--- config.mk ---
export PLATFORM = sky130hd
export DESIGN_NAME = omgmt_port
export DESIGN_NICKNAME = d
export VERILOG_FILES = /design/src/rtl/omgmt_port.v /design/src/rtl/omgmt_sync.v
export VERILOG_INCLUDE_DIRS = /design/src /design/src/rtl
export SDC_FILE = /design/constraint.sdc
export NUM_CORES = 2
export LEC_CHECK = 0
export BUFFER_PORTS_ARGS = -buffer_cell sky130_fd_sc_hd__buf_2
export CORE_MARGIN = 1.5
export CORE_UTILIZATION = 40
export DETAILED_ROUTE_END_ITERATION = 8
export GPL_ROUTABILITY_DRIVEN = 0
export PLACE_DENSITY = 0.52
export SETUP_SLACK_MARGIN = 0.05
export SYNTH_ARGS = -nofsm -noshare
export SYNTH_HDL_FRONTEND = slang
export SYNTH_SLANG_ARGS = --single-unit
--- constraint.sdc ---
create_clock -name i_clock -period 6.8 [get_ports i_clock]
set_clock_uncertainty 0.15 [all_clocks]
set_input_delay 1.36 -clock i_clock [delete_from_list [all_inputs] [get_ports i_clock]]
set_output_delay 1.36 -clock i_clock [all_outputs]
set_load 0.02 [all_outputs]
--- src/rtl/omgmt_regs.vh ---
/*
 * Constants for the optical module management port: memory layout,
 * flag positions and timing counts.
 * Assumes a 20 MHz system clock; included by the port module (not the synchroniser) and by the host model and top bench.
 */
`ifndef OMGMT_REGS_VH
`define OMGMT_REGS_VH

// Serial device address (7 bits, read/write bit excluded)
`define OMGMT_DEV_ADDR 7'h50
// Memory offsets of live readings (two bytes each, high byte first)
`define OMGMT_ADDR_TEMP 8'h60
`define OMGMT_ADDR_BIAS 8'h62
`define OMGMT_ADDR_TXPWR 8'h64
`define OMGMT_ADDR_RXPWR 8'h66
`define OMGMT_ADDR_VCC 8'h68
// Alarm flags, warning flags, flag enable mask, status byte
`define OMGMT_ADDR_ALARM 8'h50
`define OMGMT_ADDR_WARN 8'h51
`define OMGMT_ADDR_MASK 8'h52
`define OMGMT_ADDR_STATUS 8'h6E
// Lowest writable address besides the flag enable mask; below it the memory is write protected
`define OMGMT_ADDR_WR_LOW 8'h80
// Reset value of the flag enable mask
`define OMGMT_MASK_RESET 8'hFF
// Status byte bit positions
`define OMGMT_ST_LASER_OFF 0
`define OMGMT_ST_LOS 1
`define OMGMT_ST_NOT_READY 2
`define OMGMT_ST_STANDBY 3
// Laser switch times, in milliseconds
`define OMGMT_T_OFF_MS 100
`define OMGMT_T_ON_MS 100
// Clock rate in kHz
`define OMGMT_CLK_KHZ 20000
// Cycles the management logic needs to initialise after reset
`define OMGMT_INIT_CYCLES 16'h0100

`endif

--- src/rtl/omgmt_port.v ---
/*
 * Management and control port of a pluggable optical module: two-wire
 * serial slave into a byte memory, live readings and alarm flags,
 * laser disable with timed switch, standby and pin-driven reset.
 * Assumes the host makes the serial clock, and that pins are resolved
 * outside; the serial data pin is open drain (oe low means pull low).
 */
`timescale 1ns/1ps
`include "omgmt_regs.vh"

module omgmt_port #(
    parameter OFF_CYCLES = (`OMGMT_T_OFF_MS * `OMGMT_CLK_KHZ),
    parameter ON_CYCLES = (`OMGMT_T_ON_MS * `OMGMT_CLK_KHZ),
    parameter MEM_DEPTH = 256
) (
    input wire i_clock,
    input wire i_resetn,
    input wire i_scl,
    input wire i_sda,
    input wire i_select_n,
    input wire i_laser_off_request,
    input wire i_power_down,
    input wire i_rx_signal_lost,
    input wire [15:0] i_temp,
    input wire [15:0] i_bias,
    input wire [15:0] i_txpwr,
    input wire [15:0] i_rxpwr,
    input wire [15:0] i_vcc,
    input wire [7:0] i_alarm,
    input wire [7:0] i_warn,
    output reg o_sda_oe_n,
    output reg o_interrupt_n,
    output reg o_laser_enable,
    output reg o_module_absent,
    output reg o_module_not_ready_flag,
    output reg o_receive_signal_lost,
    output reg o_standby
);
    // States of the serial slave, one-hot
    localparam ST_IDLE = 5'b00001;
    localparam ST_DEVADR = 5'b00010;
    localparam ST_WADDR = 5'b00100;
    localparam ST_WDATA = 5'b01000;
    localparam ST_RDATA = 5'b10000;

    // Synchronised pins
    wire scl_s;
    wire sda_s;
    wire sel_n_s;
    wire laser_off_s;
    wire pdown_s;
    wire los_s;

    omgmt_sync #(.RESET_VALUE(1'b1)) u_scl (.i_clock(i_clock), .i_resetn(i_resetn),
        .i_async(i_scl), .o_sync(scl_s));
    omgmt_sync #(.RESET_VALUE(1'b1)) u_sda (.i_clock(i_clock), .i_resetn(i_resetn),
        .i_async(i_sda), .o_sync(sda_s));
    omgmt_sync #(.RESET_VALUE(1'b1)) u_sel (.i_clock(i_clock), .i_resetn(i_resetn),
        .i_async(i_select_n), .o_sync(sel_n_s));
    omgmt_sync #(.RESET_VALUE(1'b1)) u_txd (.i_clock(i_clock), .i_resetn(i_resetn),
        .i_async(i_laser_off_request), .o_sync(laser_off_s));
    omgmt_sync #(.RESET_VALUE(1'b1)) u_pdn (.i_clock(i_clock), .i_resetn(i_resetn),
        .i_async(i_power_down), .o_sync(pdown_s));
    omgmt_sync #(.RESET_VALUE(1'b1)) u_los (.i_clock(i_clock), .i_resetn(i_resetn),
        .i_async(i_rx_signal_lost), .o_sync(los_s));

    // Previous samples for edge finding
    reg scl_d;
    reg sda_d;
    reg pdown_d;
    // Edges and bus conditions
    wire scl_rise = scl_s & ~scl_d;
    wire scl_fall = ~scl_s & scl_d;
    wire pdown_fall = ~pdown_s & pdown_d;
    wire start_cond = scl_s & scl_d & sda_d & ~sda_s;
    wire stop_cond = scl_s & scl_d & ~sda_d & sda_s;
    // Soft reset pulse from power down falling edge
    wire soft_rst = pdown_fall;

    reg [7:0] mem [0:MEM_DEPTH-1];
    // Serial slave state
    reg [4:0] state;
    reg [7:0] shift;
    reg [3:0] bit_cnt;
    reg ack_phase;
    reg rd_dir;
    reg [7:0] addr;
    reg [7:0] mask;
    reg [7:0] rd_byte;
    // Laser and init counters
    reg [31:0] laser_cnt;
    reg [15:0] init_cnt;
    wire ready = (init_cnt == `OMGMT_INIT_CYCLES);

    // live readings mapped ahead of the memory
    always @* begin
        case (addr)
            `OMGMT_ADDR_TEMP: rd_byte = i_temp[15:8];
            8'h61: rd_byte = i_temp[7:0];
            `OMGMT_ADDR_BIAS: rd_byte = i_bias[15:8];
            8'h63: rd_byte = i_bias[7:0];
            `OMGMT_ADDR_TXPWR: rd_byte = i_txpwr[15:8];
            8'h65: rd_byte = i_txpwr[7:0];
            `OMGMT_ADDR_RXPWR: rd_byte = i_rxpwr[15:8];
            8'h67: rd_byte = i_rxpwr[7:0];
            `OMGMT_ADDR_VCC: rd_byte = i_vcc[15:8];
            8'h69: rd_byte = i_vcc[7:0];
            `OMGMT_ADDR_ALARM: rd_byte = i_alarm;
            `OMGMT_ADDR_WARN: rd_byte = i_warn;
            `OMGMT_ADDR_MASK: rd_byte = mask;
            `OMGMT_ADDR_STATUS: rd_byte = {4'h0, o_standby, o_module_not_ready_flag,
                o_receive_signal_lost, ~o_laser_enable};
            default: rd_byte = mem[addr];
        endcase
    end

    // Edge history
    always @(posedge i_clock or negedge i_resetn) begin
        if (!i_resetn) begin
            scl_d <= 1'b1;
            sda_d <= 1'b1;
            pdown_d <= 1'b1;
        end else begin
            scl_d <= scl_s;
            sda_d <= sda_s;
            pdown_d <= pdown_s;
        end
    end

    // Memory writes, no reset needed
    always @(posedge i_clock) begin
        if (state == ST_WDATA && scl_rise && !ack_phase && bit_cnt == 4'h7
                && addr >= `OMGMT_ADDR_WR_LOW)
            mem[addr] <= {shift[6:0], sda_s};
    end

    // Serial slave; the clock is only ever sampled
    always @(posedge i_clock or negedge i_resetn) begin
        if (!i_resetn) begin
            state <= ST_IDLE;
            shift <= 8'h00;
            bit_cnt <= 4'h0;
            ack_phase <= 1'b0;
            rd_dir <= 1'b0;
            addr <= 8'h00;
            mask <= `OMGMT_MASK_RESET;
            o_sda_oe_n <= 1'b1;
        end else if (soft_rst) begin
            state <= ST_IDLE;
            shift <= 8'h00;
            bit_cnt <= 4'h0;
            ack_phase <= 1'b0;
            rd_dir <= 1'b0;
            addr <= 8'h00;
            mask <= `OMGMT_MASK_RESET;
            o_sda_oe_n <= 1'b1;
        end else if (sel_n_s || pdown_s || !ready) begin
            state <= ST_IDLE;
            o_sda_oe_n <= 1'b1;
        end else if (start_cond) begin
            state <= ST_DEVADR;
            bit_cnt <= 4'h0;
            ack_phase <= 1'b0;
            o_sda_oe_n <= 1'b1;
        end else if (stop_cond) begin
            state <= ST_IDLE;
            o_sda_oe_n <= 1'b1;
        end else if (scl_rise && !ack_phase && state != ST_IDLE) begin
            shift <= {shift[6:0], sda_s};
            bit_cnt <= bit_cnt + 4'h1;
            // Host acknowledge of a read byte
            if (state == ST_RDATA && bit_cnt == 4'h8) begin
                if (sda_s)
                    state <= ST_IDLE;
                bit_cnt <= 4'h0;
            end
        end else if (scl_fall && state != ST_IDLE) begin
            // change outgoing data on falling edge
            if (ack_phase) begin
                ack_phase <= 1'b0;
                o_sda_oe_n <= 1'b1;
                bit_cnt <= 4'h0;
                if (state == ST_RDATA)
                    o_sda_oe_n <= rd_byte[7];
            end else if (state == ST_RDATA && bit_cnt < 4'h8) begin
                o_sda_oe_n <= rd_byte[3'h7 - bit_cnt[2:0]];
                if (bit_cnt == 4'h7)
                    addr <= addr + 8'h01;
            end else if (state == ST_RDATA) begin
                o_sda_oe_n <= 1'b1;
            end else if (bit_cnt == 4'h8) begin
                ack_phase <= 1'b1;
                o_sda_oe_n <= 1'b0;
                case (state)
                    ST_DEVADR: begin
                        if (shift[7:1] != `OMGMT_DEV_ADDR) begin
                            state <= ST_IDLE;
                            o_sda_oe_n <= 1'b1;
                            ack_phase <= 1'b0;
                        end else begin
                            rd_dir <= shift[0];
                            state <= shift[0] ? ST_RDATA : ST_WADDR;
                        end
                    end
                    ST_WADDR: begin
                        addr <= shift;
                        state <= ST_WDATA;
                    end
                    default: begin
                        if (addr == `OMGMT_ADDR_MASK)
                            mask <= shift;
                        addr <= addr + 8'h01;
                    end
                endcase
            end
        end
    end

    // Laser control, init and status outputs
    always @(posedge i_clock or negedge i_resetn) begin
        if (!i_resetn) begin
            laser_cnt <= 32'h0;
            init_cnt <= 16'h0;
            o_laser_enable <= 1'b0;
            o_module_not_ready_flag <= 1'b1;
            o_standby <= 1'b1;
            o_receive_signal_lost <= 1'b1;
            o_interrupt_n <= 1'b1;
            o_module_absent <= 1'b0;
        end else begin
            o_module_absent <= 1'b0;
            o_standby <= pdown_s;
            // loss flag, 1 means no signal
            o_receive_signal_lost <= los_s;
            if (soft_rst || pdown_s)
                init_cnt <= 16'h0;
            else if (!ready)
                init_cnt <= init_cnt + 16'h1;
            o_module_not_ready_flag <= ~ready;
            o_interrupt_n <= ~(|((i_alarm | i_warn) & mask));
            if (soft_rst || pdown_s) begin
                laser_cnt <= 32'h0;
                o_laser_enable <= 1'b0;
            end else if (laser_off_s == o_laser_enable) begin
                if (laser_cnt >= (laser_off_s ? OFF_CYCLES - 1 : ON_CYCLES - 1)) begin
                    laser_cnt <= 32'h0;
                    o_laser_enable <= ~laser_off_s;
                end else begin
                    laser_cnt <= laser_cnt + 32'h1;
                end
            end else begin
                laser_cnt <= 32'h0;
            end
        end
    end
endmodule // omgmt_port

--- src/rtl/omgmt_sync.v ---
/*
 * Two-flip-flop synchroniser for one level from outside the clock domain.
 * Assumes the input is a plain level; output lags by two edges.
 */
`timescale 1ns/1ps

module omgmt_sync #(
    parameter RESET_VALUE = 1'b0
) (
    input wire i_clock,
    input wire i_resetn,
    input wire i_async,
    output reg o_sync
);
    // First stage, read only by the second
    reg meta;

    // Two stage capture
    always @(posedge i_clock or negedge i_resetn) begin
        if (!i_resetn) begin
            meta <= RESET_VALUE;
            o_sync <= RESET_VALUE;
        end else begin
            meta <= i_async;
            o_sync <= meta;
        end
    end
endmodule // omgmt_sync

Word level (Yosys, flattened, before mapping)
Memory sizes are Yosys's and may differ from the RTL's.
Index checks and enable logic that the tools add are counted.
{ "totals": {"reg_bits": 102, "latch_bits": 0, "ramBits": 2048, "romBits": 0, "in_bits": 104, "output_inout_bits": 7, "wordCells": 230, "memories": 1} }
{ "mem_list": {"columns": ["name", "words", "width", "read_ports", "rd_ports_with_merged_regs", "write_ports", "line", "source"], "rows": [
  ["mem", 256, 8, 1, 0, 1, "omgmt_port.v:80", "reg [7:0] mem [0:MEM_DEPTH-1];"]
]} }
{ "op_classes": {"add_sub_neg": 5, "mul": 0, "div": 0, "order_cmp": 4, "n_eq_ne": 44, "shifts": 0, "mux": 90, "n_bitwise": 19, "reduce_logical": 39} }
{ "op_table": {"columns": ["operator", "n"], "rows": [
  ["2-to-1 mux 8 bit", 28],
  ["equality test 8 x 7 -> 1 bit, second input constant", 14],
  ["case mux 8 bit (14 select lines)", 1],
  ["2-to-1 mux 32 bit", 3],
  ["2-to-1 mux 5 bit", 14],
  ["adder 32 x 1 -> 32 bit, second input constant", 1],
  [">= comparator 32 x 21 -> 1 bit, second input constant", 1],
  ["2-to-1 mux 16 bit", 2],
  ["2-to-1 mux 4 bit", 8],
  ["2-to-1 mux 1 bit", 31],
  ["adder 16 x 1 -> 16 bit, second input constant", 1],
  ["equality test 16 x 9 -> 1 bit, second input constant", 1],
  ["case mux 8 bit (2 select lines)", 1],
  ["!= test 6 x 5 -> 1 bit, second input constant", 2],
  ["!= test 6 bit, second input constant", 2],
  ["AND reduction 4 bit", 3],
  ["nonzero test 2 bit", 6],
  ["nonzero test 6 bit", 2],
  ["AND reduction 11 bit", 1],
  ["!= test 2 bit, second input constant", 5],
  ["case mux 5 bit (2 select lines)", 1],
  ["AND reduction 10 bit", 1],
  ["logical AND 1 bit", 9],
  ["!= test 3 bit, second input constant", 3],
  ["36 further kinds", 60]
]} }

Depth between registers and ports, before layout
{ "depth": {"ltp_word": 13, "ltp_mapped": 19, "depth_no_buf": 11} }

By module
From an unflattened synthesis, not the netlist that was laid out.
{ "hier_totals": {"hier_cells": 4248, "area_unflattened_um2": 84568.6} }
{ "by_module_without_submodules": {"columns": ["mod", "n_inst", "cells_per_inst", "area_per_inst_um2", "seq_area_each_um2"], "rows": [
  ["omgmt_port", 1, 4236, 84253.3, 63771.2],
  ["omgmt_sync", 6, 2, 52.6, 52.6]
]} }

Worst setup path before layout
No wires, ideal clock.
{ "synth_path": {"kind": "register to register", "startpoint": "register addr[0]", "endpoint": "register o_sda_oe_n", "setup_time_ns": 0.094, "t_arrival_ns": 4.552, "t_required_ns": 6.556, "setup_slack_ns": 2.004, "path_stages_with_launch": 19, "path_buffers": 8, "synth_period_minus_slack_ns": 4.796, "path_cell_list": "dfrtp_1 buf_4 buf_4 buf_4 buf_2 clkinv_1 buf_1 clkbuf_1 ha_1 clkbuf_1 a41oi_1 nor3_1 or4_1 buf_2 or4_1 or4_1 o21ai_1 a32o_1 a32oi_1"} }
{ "synth_via": {"elab_chain_cells": 12, "elab_cells_between_ends": 27, "cone_classes": "eq/ne (14); mux (12); memory (1)"} }
{ "synth_lines": {"columns": ["item", "line", "source"], "rows": [
  ["start: declaration", "omgmt_port.v:87", "reg [7:0] addr;"],
  ["start signal: assignment", "omgmt_port.v:188", "addr <= addr + 8'h01;"],
  ["start signal: assignment", "omgmt_port.v:206", "addr <= shift;"],
  ["start signal: assignment", "omgmt_port.v:212", "addr <= addr + 8'h01;"],
  ["memory (256 x 8 bit) or equality test 8 x 7 -> 1 bit (tied branches)", null, null],
  ["case mux 8 bit (14 select lines) (*)", "omgmt_port.v:97", "case (addr)"],
  ["binary-select mux 1 bit (select 3 bit)", "omgmt_port.v:186", "o_sda_oe_n <= rd_byte[3'h7 - bit_cnt[2:0]];"],
  ["2-to-1 mux 1 bit (implied by the code)", "omgmt_port.v:186", null],
  ["2-to-1 mux 1 bit", "omgmt_port.v:185", "end else if (state == ST_RDATA && bit_cnt < 4'h8) begin"],
  ["2-to-1 mux 1 bit (*)", "omgmt_port.v:179", "if (ack_phase) begin"],
  ["2-to-1 mux 1 bit (*)", "omgmt_port.v:177", "end else if (scl_fall && state != ST_IDLE) begin"],
  ["2-to-1 mux 1 bit (*)", "omgmt_port.v:168", "end else if (scl_rise && !ack_phase && state != ST_IDLE) begin"],
  ["2-to-1 mux 1 bit (*)", "omgmt_port.v:165", "end else if (stop_cond) begin"],
  ["2-to-1 mux 1 bit (*)", "omgmt_port.v:160", "end else if (start_cond) begin"],
  ["2-to-1 mux 1 bit (*)", "omgmt_port.v:157", "end else if (sel_n_s || pdown_s || !ready) begin"],
  ["2-to-1 mux 1 bit (*)", "omgmt_port.v:148", "end else if (soft_rst) begin"],
  ["end signal: assignment", "omgmt_port.v:184", "o_sda_oe_n <= rd_byte[7];"],
  ["end signal: assignment", "omgmt_port.v:186", null],
  ["end: declaration", "omgmt_port.v:31", "output reg o_sda_oe_n,"]
]} }
Every way passes the cells marked *; elsewhere a longest branch is shown, timed or not. The select of a mux whose other input is x is not followed.
A chain may end at the register's enable or synchronous reset.

Final worst setup path
Ends and elaborated chain as after synthesis.

==> metrics.csv <==
metric,value,unit
CP required,7460,ps
PD cells,270,nW/um^2
CP endpoint kind,register,
maximum buffer depth of the clock tree,3,
status,"complete, no violations",
"Slowest-stage cell, CP",o311ai_0,
max incr delay on CP,890,ps
area of the die,215000,um^2
Final Hold Viols,0,
initial antenna violation count,11,
CTS sink count,2150,
post-route ant nets,0,
clk slew on worst S/H paths,60,ps
first-pass GRT wire length,329000,um
MaxCap Viol Count,0,
initial core utilization,0.403,
most area-consuming cells after synthesis,"edfxtp_1, mux4_2, dfrtp_1",
Synth Instances,4315,
"Seq/Total Area, Yosys",0.757,
DIE WIDTH,463,um
clk_lat worst skew,870,ps
worst setup margin,1410,ps
CP Max Fanout,39,
most frequent cells in the layout,"edfxtp_1, conb_1, mux4_2",
"EDFF count, synth",2048,
worst vdd ir,0.216,mV
post-route setup TNS,0,ps
Synth Area per Inst,19.6,um^2
synth warn,0,
post-cts hold buffer count,0,
"delay-heaviest family, CP",compound AO/OA/AOI/OAI gates,
vias in the first global route,45000,
WHS,204,ps
nets@finish,5676,
IO Count,111,
Rows,168,
placed cells,8141,
GRT Resource Usage Total,0.215,
post-CTS sizing,0,
H-Tree Level Count,4,
count of cell types in the netlist,81,
final setup fails,0,
share of cells above drive strength 1,0.191,
final wirelength,232000,um
post-synth design cell area,84700,um^2
drt initial violations,4901,
fmax,186,MHz
drt drc,0,
"Setup Fix Bufs, Post-CTS",0,
Tcrit/Tclk final,0.792,
Yosys top cell by area,edfxtp_1,
relative slew slack,0.0210,
"commonest non-fill, non-tap cell in the layout",edfxtp_1,
TritonCTS Buffers,226,
post-layout min period,5390,ps
clock root buffer,clkbuf_16,
CTS tree,yes,
Pre-antenna DRT Iters,9,
largest net degree at the start of global routing,215,
async set-or-reset flop fraction in the synthesized netlist,0.0474,
Finished Layout Cells,8567,
worst min-delay path category,reg2reg,
top_reg_cell synth,edfxtp_1,
grt ovf,0,
crit path cell chain,buf_12 -> buf_4 -> mux4_2 -> a22oi_1 -> o22ai_1 -> nor4_1 -> nand3_1 -> o311ai_0 -> a32o_1 -> a32oi_1,
Final Max Slew Viols,0,
Wirelength per Cell,27.1,um
overall die height,463,um
vias per cell,5.32,
PortBufs,109,
Critical Path AT,6050,ps
Yosys reg bits,2150,
synthesis-to-finish area growth,18.2,%
via count,45600,
buffers plus inverters on the worst setup path,2,
Worst Max-Slew Pin Slew,1470,ps
Overall Power,27000,uW
core region area,210000,um^2
Placement Setup Slack,1550,ps
Leak,0.0323,uW
share of the synthesized area in the top cell type,0.726,
DPL Wire Length,149000,um
RSZ-0062 raised after global routing,no,
WS Path Type,reg2reg,
CP Launch Type,register,
## stage by stage
| step | instance area [um^2] | utilization |
|---|---|---|
| 2_1_floorplan | 88600 | - |
| 3_3_place_gp | 92900 | 0.442 |
| 3_5_place_dp | 92900 | 0.442 |
| 4_1_cts | 100000 | 0.477 |
| 5_1_grt | 100000 | 0.477 |
| 6_report | 100000 | 0.477 |
## cell usage after synthesis (16+ instances only)
cell type	count
nand3_1	98
and3_1	38
a22oi_1	100
buf_2	88
edfxtp_1	2048
nor2b_1	16
a211oi_1	19
clkbuf_1	114
o21ai_0	58
a22o_1	23
mux4_2	452
nor3_1	23
o211ai_1	19
a221oi_1	17
a31oi_1	29
nor2_1	225
buf_1	26
mux2i_1	176
dfrtp_1	74
buf_4	28
nand2_1	178
o22ai_1	44
and2_1	16
a21oi_1	80
nand4_1	41
xor2_1	19
dfstp_2	28
## cells by family after synthesis
logic type	synth area share
AO/OA/AOI/OAI	0.0395
AND/OR/NAND/NOR	0.0420
XOR/XNOR	0.00331
flip-flops	0.757
buffers and inverters	0.0148
other	0.0000443
multiplexers	0.143
adder cells (fa/ha/maj)	0.00118
## worst paths after layout
check | startpoint | end | slack, ps | cells past startpoint
worst max register to register | addr[0] | o_sda_oe_n | 1410 | 10
min in group asynchronous | i_resetn | init_cnt[8] | 340 | 1
max in group asynchronous | i_resetn | addr[0] | 4950 | 2
worst min register to register | u_los.meta | u_los.o_sync | 200 | 0
worst min-delay path | u_los.meta | u_los.o_sync | 200 | 0
worst max-delay path | addr[0] | o_sda_oe_n | 1410 | 10
## state kept, by name, indices dropped and copies added, names as in the netlist, 4 cells and up
register,count
state,5
mask,8
shift,8
bit_cnt,4
mem,2048
addr,8
init_cnt,16
laser_cnt,32
## cell type report
class	instances	area, um^2
Antenna cell	8	20.0
Clock buffer	282	5950
Tap cell	2805	3510
Timing Repair Buffer	243	1790
Sequential cell	2150	64100
Inverter	17	66.3
Multi-Input combinational cell	2926	23400
Clock inverter	136	1230
Fill cell	18000	110000
## routing by layer
layer | wire (um) | track usage | share of wire
met1 | 98900 | 0.302 | 0.43
met2 | 108000 | 0.338 | 0.47
met3 | 17100 | 0.0408 | 0.074
met4 | 7520 | 0.0698 | 0.032
met5 | 422 | 0.00735 | 0.0018
## power by group
part           internal [uW]  total (uW)  switching (uW)
Clock                   6840       12000            5160
Sequential             14600       14700            65.1
Combinational            101         314             213
(Power assumes the default switching activity.)
